`src/verilog/bss_defs.svh`:
```
// offsets, fields, reset values and decode constants for the set-point block
`ifndef BSS_DEFS_SVH
`define BSS_DEFS_SVH
`define BSS_OFF_NORMAL 8'h00
`define BSS_OFF_STANDBY 8'h04
`define BSS_OFF_SLEEP 8'h08
`define BSS_OFF_MODE 8'h0C
`define BSS_OFF_STATUS 8'h10
`define BSS_RANGE_BIT 6
`define BSS_STEP_LO_UV 25000
`define BSS_STEP_HI_UV 50000
`define BSS_BASE_LO_UV 400000
`define BSS_BASE_HI_UV 800000
`define BSS_MIN_OK_UV 600000
`define BSS_CODE_RST 6'h00
`define BSS_MAX_HI_CODE 6'h32
`endif

```
`src/verilog/bss_pkg.sv`:
```
// types for the set-point block
package bss_pkg;
    typedef enum logic [1:0] {BSS_NORMAL, BSS_STANDBY, BSS_SLEEP} bss_mode_e;
    typedef struct packed {
        logic [1:0] htrans;
        logic [7:0] haddr;
        logic hwrite;
        logic [2:0] hsize;
        logic hsel;
    } bss_addr_s;
    typedef struct packed {
        logic [6:0] code;
        logic [21:0] microvolt;
        logic too_low;
        logic reserved;
    } bss_out_s;
endpackage : bss_pkg

```
`src/verilog/bss_decode.sv`:
```
// seven-bit code to microvolt decoder, registered output
`timescale 1ns/1ps
`include "bss_defs.svh"
module bss_decode (
    input wire logic core_clk,
    input wire logic rst_b,
    input wire logic [6:0] code,
    output bss_pkg::bss_out_s dec
);
    import bss_pkg::*;
    bss_out_s dec_nxt;
    logic [21:0] uv;
    always_comb begin
        if (code[`BSS_RANGE_BIT]) begin
            uv = 22'(`BSS_BASE_HI_UV) + 22'(code[5:0]) * 22'(`BSS_STEP_HI_UV);
        end else begin
            uv = 22'(`BSS_BASE_LO_UV) + 22'(code[5:0]) * 22'(`BSS_STEP_LO_UV);
        end
        dec_nxt.code = code;
        dec_nxt.microvolt = uv;
        dec_nxt.too_low = (uv <= 22'(`BSS_MIN_OK_UV));
        dec_nxt.reserved = code[6] && (code[5:0] > `BSS_MAX_HI_CODE);
    end
    always_ff @(posedge core_clk) begin
        if (!rst_b) begin
            dec <= '0;
        end else begin
            dec <= dec_nxt;
        end
    end
endmodule : bss_decode

```
`src/verilog/bss_setpoint.sv`:
```
// buck set-point register block with AHB-Lite slave
//
// Chosen here: the AHB-Lite interface to the registers and the register offsets.
`timescale 1ns/1ps
`include "bss_defs.svh"
module bss_setpoint (
    input wire logic core_clk,
    input wire logic rst_b,
    input wire logic range_cfg,
    input wire logic hsel,
    input wire logic [7:0] haddr,
    input wire logic [1:0] htrans,
    input wire logic hwrite,
    input wire logic [2:0] hsize,
    input wire logic [31:0] hwdata,
    input wire logic hready,
    output logic hreadyout,
    output logic hresp,
    output logic [31:0] hrdata,
    output logic [6:0] active_code,
    output logic [21:0] active_microvolt,
    output logic setpoint_too_low,
    output logic setpoint_reserved
);
    import bss_pkg::*;
    bss_addr_s aph_r, aph_nxt;
    logic wr_pend_r, wr_pend_nxt;
    logic range_r, range_nxt;
    logic range_meta_r, range_sync_r;
    logic [1:0] settle_r, settle_nxt;
    logic range_loaded_r, range_loaded_nxt;
    logic [5:0] norm_r, norm_nxt;
    logic [5:0] stby_r, stby_nxt;
    logic [5:0] slp_r, slp_nxt;
    bss_mode_e mode_r, mode_nxt;
    logic [31:0] rdata_nxt;
    logic [6:0] sel_code;
    bss_out_s dec;
    logic take;

    // two-flop synchroniser for the strap pin, free running
    always_ff @(posedge core_clk) begin
        range_meta_r <= range_cfg;
        range_sync_r <= range_meta_r;
    end

    // range strap caught once after reset release
    always_comb begin
        range_nxt = range_r;
        range_loaded_nxt = 1'b1;
        if (!range_loaded_r) begin
            range_nxt = range_sync_r;
        end
    end
    always_ff @(posedge core_clk) begin
        if (!rst_b) begin
            range_r <= 1'b0;
            range_loaded_r <= 1'b0;
        end else begin
            range_r <= range_nxt;
            range_loaded_r <= range_loaded_nxt;
        end
    end

    // outputs carry decoded values two edges after release
    always_comb begin
        settle_nxt = {settle_r[0], 1'b1};
    end
    always_ff @(posedge core_clk) begin
        if (!rst_b) begin
            settle_r <= 2'h0;
        end else begin
            settle_r <= settle_nxt;
        end
    end

    // bus address phase capture
    assign take = hsel && hready && htrans[1];
    always_comb begin
        aph_nxt = aph_r;
        wr_pend_nxt = 1'b0;
        if (hready) begin
            aph_nxt = '{htrans, haddr, hwrite, hsize, hsel};
            wr_pend_nxt = take && hwrite;
        end
    end
    always_ff @(posedge core_clk) begin
        if (!rst_b) begin
            aph_r <= '0;
            wr_pend_r <= 1'b0;
        end else begin
            aph_r <= aph_nxt;
            wr_pend_r <= wr_pend_nxt;
        end
    end

    // set-point codes, written in the data phase
    always_comb begin
        norm_nxt = norm_r;
        stby_nxt = stby_r;
        slp_nxt = slp_r;
        mode_nxt = mode_r;
        if (wr_pend_r) begin
            case (aph_r.haddr)
                `BSS_OFF_NORMAL: norm_nxt = hwdata[5:0];
                `BSS_OFF_STANDBY: stby_nxt = hwdata[5:0];
                `BSS_OFF_SLEEP: slp_nxt = hwdata[5:0];
                `BSS_OFF_MODE: begin
                    case (hwdata[1:0])
                        2'h1: mode_nxt = BSS_STANDBY;
                        2'h2: mode_nxt = BSS_SLEEP;
                        default: mode_nxt = BSS_NORMAL;
                    endcase
                end
                default: ;
            endcase
        end
    end
    always_ff @(posedge core_clk) begin
        if (!rst_b) begin
            norm_r <= `BSS_CODE_RST;
            stby_r <= `BSS_CODE_RST;
            slp_r <= `BSS_CODE_RST;
            mode_r <= BSS_NORMAL;
        end else begin
            norm_r <= norm_nxt;
            stby_r <= stby_nxt;
            slp_r <= slp_nxt;
            mode_r <= mode_nxt;
        end
    end

    // active code: one shared range bit for all modes
    always_comb begin
        case (mode_r)
            BSS_STANDBY: sel_code = {range_r, stby_r};
            BSS_SLEEP: sel_code = {range_r, slp_r};
            default: sel_code = {range_r, norm_r};
        endcase
    end

    bss_decode u_dec (
        .core_clk(core_clk),
        .rst_b(rst_b),
        .code(sel_code),
        .dec(dec)
    );

    // read data and outputs
    always_comb begin
        rdata_nxt = 32'h00000000;
        if (take && !hwrite) begin
            case (haddr)
                `BSS_OFF_NORMAL: rdata_nxt = {25'h0, range_r, norm_r};
                `BSS_OFF_STANDBY: rdata_nxt = {25'h0, range_r, stby_r};
                `BSS_OFF_SLEEP: rdata_nxt = {25'h0, range_r, slp_r};
                `BSS_OFF_MODE: rdata_nxt = {30'h0, mode_r};
                `BSS_OFF_STATUS: rdata_nxt = {dec.reserved, dec.too_low,
                    1'b0, dec.code, dec.microvolt};
                default: rdata_nxt = 32'h00000000;
            endcase
        end
    end
    always_ff @(posedge core_clk) begin
        if (!rst_b) begin
            hrdata <= 32'h00000000;
            hreadyout <= 1'b1;
            hresp <= 1'b0;
            active_code <= 7'h00;
            active_microvolt <= 22'h000000;
            setpoint_too_low <= 1'b0;
            setpoint_reserved <= 1'b0;
        end else begin
            hrdata <= rdata_nxt;
            hreadyout <= 1'b1;
            hresp <= 1'b0;
            active_code <= dec.code;
            active_microvolt <= dec.microvolt;
            setpoint_too_low <= dec.too_low;
            setpoint_reserved <= dec.reserved;
        end
    end
endmodule : bss_setpoint

```
`config.mk`:
```
export PLATFORM = sky130hd
export DESIGN_NAME = bss_setpoint
export DESIGN_NICKNAME = d
export VERILOG_FILES = /design/src/verilog/bss_pkg.sv /design/src/verilog/bss_decode.sv /design/src/verilog/bss_setpoint.sv
export VERILOG_INCLUDE_DIRS = /design/src /design/src/verilog
export SDC_FILE = /design/constraint.sdc
export NUM_CORES = 1
export LEC_CHECK = 0
export ABC_AREA = 1
export BUFFER_PORTS_ARGS = -buffer_cell sky130_fd_sc_hd__clkbuf_2
export CORE_ASPECT_RATIO = 1.2
export CORE_MARGIN = 10
export CORE_UTILIZATION = 40
export CTS_CLUSTER_SIZE = 16
export DETAILED_ROUTE_END_ITERATION = 7
export PLACE_DENSITY = 0.57
export REMOVE_ABC_BUFFERS = 1
export SYNTH_ARGS = -nofsm -noshare
export SYNTH_HDL_FRONTEND = slang
export SYNTH_HIERARCHICAL = 1
export SYNTH_SLANG_ARGS = --single-unit
export TNS_END_PERCENT = 5
```
`constraint.sdc`:
```
create_clock -name core_clk -period 5.55 [get_ports core_clk]
set_input_delay 1.11 -clock core_clk [delete_from_list [all_inputs] [get_ports core_clk]]
set_output_delay 1.11 -clock core_clk [all_outputs]
set_load 0.03 [all_outputs]
```
==> flow_summary.json, run 1 <==
{
  "yosysMostFrequentCell": "nand2_1",
  "startpoint_type": "flip-flop",
  "synth.area.top_cells": "dfxtp_1, nand2_1, ha_1",
  "grt_start_max_net_pins": 58,
  "ir_drop_v": 0.000171,
  "fmax_mhz": 199,
  "fin_setup_tns_ns": 0,
  "area.growth.synth_to_final_pct": 19.4,
  "relSlewSlack": 0.585,
  "busiest_layer": "met2",
  "cp_max_fo": 7,
  "worstSkewPairLatency_ns": 0.42,
  "yosys_warnings": 6,
  "portBuffers": 82,
  "setup.worst_path.class": "flip-flop to flip-flop",
  "dp_hpwl_mm": 10.8,
  "cp.arrival_ns": 5.33,
  "p_leak_nw": 3.91,
  "route.detailed.drc": 0,
  "ant_nets": 0,
  "synth_common_cells": "nand2_1, dfxtp_1, inv_1, nor2_1, nand3_1",
  "via_per_inst": 4.45,
  "drv_cap": 0,
  "track_usage": 0.138,
  "ctsResizeCount": 0,
  "cts_root_buf": "clkbuf_16",
  "synth_top_area_frac": 0.401,
  "hold_viol": 0,
  "final_area_sq_um": 7330,
  "path_clk_slew_ns": 0.06,
  "netSwitchingFraction": 0.234,
  "p_seq_frac": 0.423,
  "layout.nets": 1030,
  "post_dp_cell_area_sq_um": 6720,
  "cts_buffers": 17,
  "grt_overflow": 0,
  "wire_per_inst_microns": 12.1,
  "fin_crit_sh": 0.904,
  "antenna_found_initial": 0,
  "synth-edff-count": 0,
  "ys_seq_elements": 123,
  "cts.sinks": 123,
  "period_minus_slack_ns": 5.02,
  "syn_inst": 845,
  "cp_data_required_time_ns": 5.87,
  "dieWidth_microns": 133,
  "critPathCaptureType": "flip-flop",
  "drt-pass1-iter-count": 4,
  "use_met2": 0.233,
  "hp-class": "flip-flop to flip-flop",
  "grt_pass1_vias": 4979,
  "diodes": 0,
  "switching_power_mw": 0.505,
  "internal-power_mw": 1.66,
  "drive_above_1_share": 0.176,
  "cpPeakStageDelay_ns": 0.59,
  "synth.avg_cell_area_sq_um": 7.27,
  "start_util": 0.409,
  "crit_path_top_delay_cell": "fa_1",
  "async_reset_ff_frac": 0,
  "p_clk_frac": 0.525,
  "fin_worst_skew_ns": 0.0101,
  "crit_top_cell": "nor2_1",
  "boundaryPins": 116,
  "setup_violations": 0,
  "post-route-util": 0.488,
  "vias": 5115,
  "grt_first_pass_wirelength_mm": 23.6,
  "regArea_sq_um": 2460,
  "die_area_sq_um": 20700,
  "place_congestion": 0.861,
  "ys_types": 38,
  "rsz0062_at_grt": "false",
  "grt_util_met3": 0.0354,
  "cts_buffer_depth": 2,
  "cts_tree": "yes",
  "cts_hold_buf": 0,
  "drtIter0Drc": 184,
  "use_met1": 0.164,
  "yosys.area.top_type": "dfxtp_1",
  "powerDensity_nw_per_um2": 295,
  "pwr-share-comb": 0.053,
  "fp.dieH_microns": 156,
  "fill_cells": 1519,
  "fp-row-count": 49,
  "post-cts-setup-buffer-count": 0,
  "cts-htree-levels": 4,
  "synth_area_sq_um": 6140,
  "finalMaxSlewViolations": 0,
  "wirelength_mm": 13.9,
  "outcome": "finished clean",
  "worst_pin_slew_ns": 0.621,
  "core_area_sq_um": 15000,
  "multi_input_area_sq_um": 3060,
  "ys_seq_area_frac": 0.401,
  "synth_flop_cell": "dfxtp_1"
}
[metrics by stage]
step / std cells / hold WS (ns) / setup slack, ns / power (mW)
2_1_floorplan: 821 / 0.310 / 1.01 / 1.00
3_3_place_gp: 1117 / 0.314 / 0.517 / 1.05
3_5_place_dp: 1117 / 0.313 / 0.478 / 1.05
4_1_cts: 1149 / 0.326 / 0.456 / 2.18
5_1_grt: 1149 / 0.345 / 0.139 / 2.24
6_report: 1149 / 0.326 / 0.533 / 2.16
[layout by cell type (no fill, tap or decap), types with 2 or more instances in the layout]
cell type   count
bufinv_16       3
nor2_1         84
xor2_1          3
nand3b_1        2
clkinv_4        3
inv_2           5
dfxtp_1       123
nor3_1          2
nand2_2        12
a21oi_1        56
or2_2           2
ha_1           43
fa_1            4
clkinv_2        4
o22ai_1         2
conb_1          6
nand2_1       228
nand2_4         3
inv_1         114
o21ai_0        22
nor2_4          9
nand4_1         4
clkbuf_16      17
clkinv_1        3
clkbuf_2       82
nand3_1        78
inv_6           2
buf_4          10
clkinvlp_4      2
nand3_2         5
[cell type report]
cell class	count	area share
Clock buffer	18	0.0599
Clock inverter	14	0.0230
Inverter	122	0.0625
Multi-Input combinational cell	576	0.418
Sequential cell	123	0.336
Tap cell	204	0.0348
Timing Repair Buffer	92	0.0662
[power groups by stage]
stage,logic (mW),registers (mW),clock network [mW]
after global routing,0.129,0.915,1.20
final,0.114,0.913,1.13
after detailed placement,0.115,0.932,0
after global placement,0.115,0.932,0
after CTS,0.116,0.913,1.15
after floorplan,0.0582,0.946,0
[flip-flops by register name, indices dropped and copies added, names as in the netlist]
name / flops
range_sync_r: 1
slp_r: 6
range_loaded_r: 1
stby_r: 6
range_r: 1
aph_r: 8
setpoint_reserved: 1
range_meta_r: 1
setpoint_too_low: 1
wr_pend_r: 1
norm_r: 6
active_microvolt: 22
hrdata: 31
active_code: 7
mode_r: 2
u_dec/dec: 28
[layer usage]
| layer | part of all wire | up-vias |
|---|---|---|
| li1 | - | 2812 |
| met1 | 0.47 | 2214 |
| met2 | 0.47 | 75 |
| met3 | 0.040 | 14 |
| met4 | 0.013 | 0 |
| met5 | 0 | - |
[cell families (layout without fill, tap and decap cells)]
logic type	after synthesis	count (layout)	synth area share
flops	123	123	0.401
compound gates	84	84	0.0703
fa+ha+maj	47	47	0.101
simple gates	434	434	0.316
xor+xnor	5	5	0.00836
other cells	3	6	0.00183
buf+inv	149	246	0.102
[critical path, delay by kind of cell (launching register included)]
family          cells  cell delay, ns
flops               1            0.39
simple gates       14            1.01
buf+inv             9            0.86
fa+ha+maj           6            2.41
compound gates      2            0.23
[final timing paths]
| kind | slack [ns] | start | to | cells past startpoint |
|---|---|---|---|---|
| hold / removal | 0.33 | range_meta_r$_DFF_P_ | range_sync_r$_DFF_P_ | 0 |
| hold reg to reg | 0.33 | range_meta_r$_DFF_P_ | range_sync_r$_DFF_P_ | 0 |
| setup reg to reg | 0.53 | mode_r[0]$_SDFFE_PN0P_ | u_dec/dec[1]$_SDFF_PN0_ | 31 |
| setup / recovery | 0.53 | mode_r[0]$_SDFFE_PN0P_ | u_dec/dec[1]$_SDFF_PN0_ | 31 |
Note: power is estimated with default switching activity, not from simulation.
==> run 2, diff against run 1 <==
--- a/config.mk
+++ b/config.mk
@@ -9,11 +9,11 @@
 export ABC_AREA = 1
 export BUFFER_PORTS_ARGS = -buffer_cell sky130_fd_sc_hd__clkbuf_2
 export CORE_ASPECT_RATIO = 1.2
-export CORE_MARGIN = 10
+export CORE_MARGIN = 8
 export CORE_UTILIZATION = 40
 export CTS_CLUSTER_SIZE = 16
 export DETAILED_ROUTE_END_ITERATION = 7
-export PLACE_DENSITY = 0.57
+export PLACE_DENSITY_LB_ADDON = 0.2
 export REMOVE_ABC_BUFFERS = 1
 export SYNTH_ARGS = -nofsm -noshare
 export SYNTH_HDL_FRONTEND = slang
==> run 2 against run 1 <==
Effect of this change:
- combinational power about the same
- final area up 0.65%
- largest power group unchanged
- routed wire length fell by 1.7%
- flip-flop and latch count unchanged
- clock skew is 0.00084 ns lower
- fmax grew 1.5%
- critical path depth down 3
- final cell count is essentially flat
- first-iteration DRC count is 19% higher
- highest routed layer unchanged
==> flow_summary.json, run 2 (same netlist as run 1, synthesis figures left out) <==
{
  "outcome": "finished clean",
  "fp-row-count": 49,
  "cts_hold_buf": 0,
  "fin_crit_sh": 0.890,
  "wirelength_mm": 13.7,
  "boundaryPins": 116,
  "post-cts-setup-buffer-count": 0,
  "p_leak_nw": 3.92,
  "dieWidth_microns": 129,
  "pwr-share-comb": 0.050,
  "drive_above_1_share": 0.175,
  "critPathCaptureType": "flip-flop",
  "fin_worst_skew_ns": 0.00922,
  "vias": 5176,
  "ctsResizeCount": 0,
  "cts_root_buf": "clkbuf_16",
  "cts_buffer_depth": 2,
  "grt_first_pass_wirelength_mm": 23.1,
  "hp-class": "flip-flop to flip-flop",
  "finalMaxSlewViolations": 0,
  "wire_per_inst_microns": 11.9,
  "core_area_sq_um": 15000,
  "grt_overflow": 0,
  "cp_max_fo": 7,
  "route.detailed.drc": 0,
  "crit_path_top_delay_cell": "fa_1",
  "diodes": 0,
  "fill_cells": 1531,
  "regMostFlops": "hrdata",
  "antenna_found_initial": 0,
  "cpPeakStageDelay_ns": 0.59,
  "setup.worst_path.class": "flip-flop to flip-flop",
  "internal-power_mw": 1.74,
  "fp.dieH_microns": 152,
  "track_usage": 0.148,
  "cts_buffers": 17,
  "powerDensity_nw_per_um2": 305,
  "die_area_sq_um": 19600,
  "dp_hpwl_mm": 10.6,
  "path_clk_slew_ns": 0.06,
  "crit_top_cell": "inv_1",
  "relSlewSlack": 0.605,
  "cts_tree": "yes",
  "netSwitchingFraction": 0.227,
  "place_congestion": 0.842,
  "rsz0062_at_grt": "false",
  "top_regs": "hrdata: 31 flops, u_dec/dec: 28 flops, active_microvolt: 22 flops",
  "period_minus_slack_ns": 4.94,
  "area.growth.synth_to_final_pct": 20.2,
  "switching_power_mw": 0.510,
  "setup_violations": 0,
  "post-route-util": 0.491,
  "largest_register_ffs": 31,
  "via_per_inst": 4.51,
  "drt-pass1-iter-count": 5,
  "worstSkewPairLatency_ns": 0.41,
  "startpoint_type": "flip-flop",
  "cp.arrival_ns": 5.25,
  "portBuffers": 82,
  "drv_cap": 0,
  "cts-htree-levels": 4,
  "ant_nets": 0,
  "cts.sinks": 123,
  "worst_pin_slew_ns": 0.591,
  "grt_start_max_net_pins": 47,
  "final_common_cell": "nand2_1",
  "fin_setup_tns_ns": 0,
  "grt_pass1_vias": 4853,
  "layout.nets": 1029,
  "hold_viol": 0,
  "ir_drop_v": 0.000173,
  "cp_data_required_time_ns": 5.86,
  "start_util": 0.409,
  "fmax_mhz": 202,
  "final_cell_mix": "nand2_1, dfxtp_1, inv_1, nor2_1, clkbuf_2",
  "drtIter0Drc": 219,
  "p_clk_frac": 0.545,
  "p_seq_frac": 0.405
}
==> run 2: cell types whose count changed in the layout (fill, tap and decap cells not counted) <==
cell       previous run  this run
clkinv_2              4         0
bufinv_16             3         5
buf_4                10         9
clkbuf_8              1         0
clkinv_4              3         4
inv_6                 2         3
inv_8                 0         1
==> run 2: per-layer routing <==
layer,wire [microns],GRT usage
met5,0,0
met1,6300,0.177
met4,159,0.0565
met3,642,0.0347
met2,6570,0.253
==> run 2: path summary, 6_finish.rpt <==
kind | startpoint | endpoint | slack (ns) | depth (start not counted)
hold / removal | range_meta_r$_DFF_P_ | range_sync_r$_DFF_P_ | 0.33 | 0
setup / recovery | mode_r[0]$_SDFFE_PN0P_ | u_dec/dec[1]$_SDFF_PN0_ | 0.61 | 28
setup reg to reg | mode_r[0]$_SDFFE_PN0P_ | u_dec/dec[1]$_SDFF_PN0_ | 0.61 | 28
hold reg to reg | range_meta_r$_DFF_P_ | range_sync_r$_DFF_P_ | 0.33 | 0
==> run 2: final cells by class <==
type                       count  area (sq um)  area share
multi-input combinational    576          3060       0.415
clock inverter                15           238      0.0322
timing repair buffer          91           478      0.0648
tap                          204           255      0.0346
inverter                     122           458      0.0621
clock buffer                  17           425      0.0577
sequential                   123          2460       0.334
==> run 2: power groups by stage <==
stage               Sequential, mW  Combinational, mW  Clock (mW)
floorplan                    0.946             0.0582           0
global route                 0.915              0.127        1.30
global placement             0.932              0.114           0
CTS                          0.913              0.114        1.25
finish                       0.913              0.113        1.23
detailed placement           0.932              0.114           0
==> run 2: critical path, delay by kind of cell, from the launching register on <==
family / cells / cell delay (ns)
DFF: 1 / 0.39
buffers and inverters: 7 / 0.57
adders and majority gates: 6 / 2.34
and+or+nand+nor: 13 / 1.03
AOI/OAI and AO/OA: 2 / 0.50
==> run 2: metrics by stage <==
stage	cells	setup WS (ns)	instance area, sq um	hold slack [ns]	total power, mW
after CTS	1148	0.586	7380	0.325	2.28
final	1148	0.608	7380	0.325	2.25
after detailed placement	1116	0.623	6720	0.312	1.05
after global routing	1148	0.183	7380	0.349	2.34
after global placement	1116	0.649	6720	0.312	1.05
after floorplan	821	1.01	5980	0.310	1.00
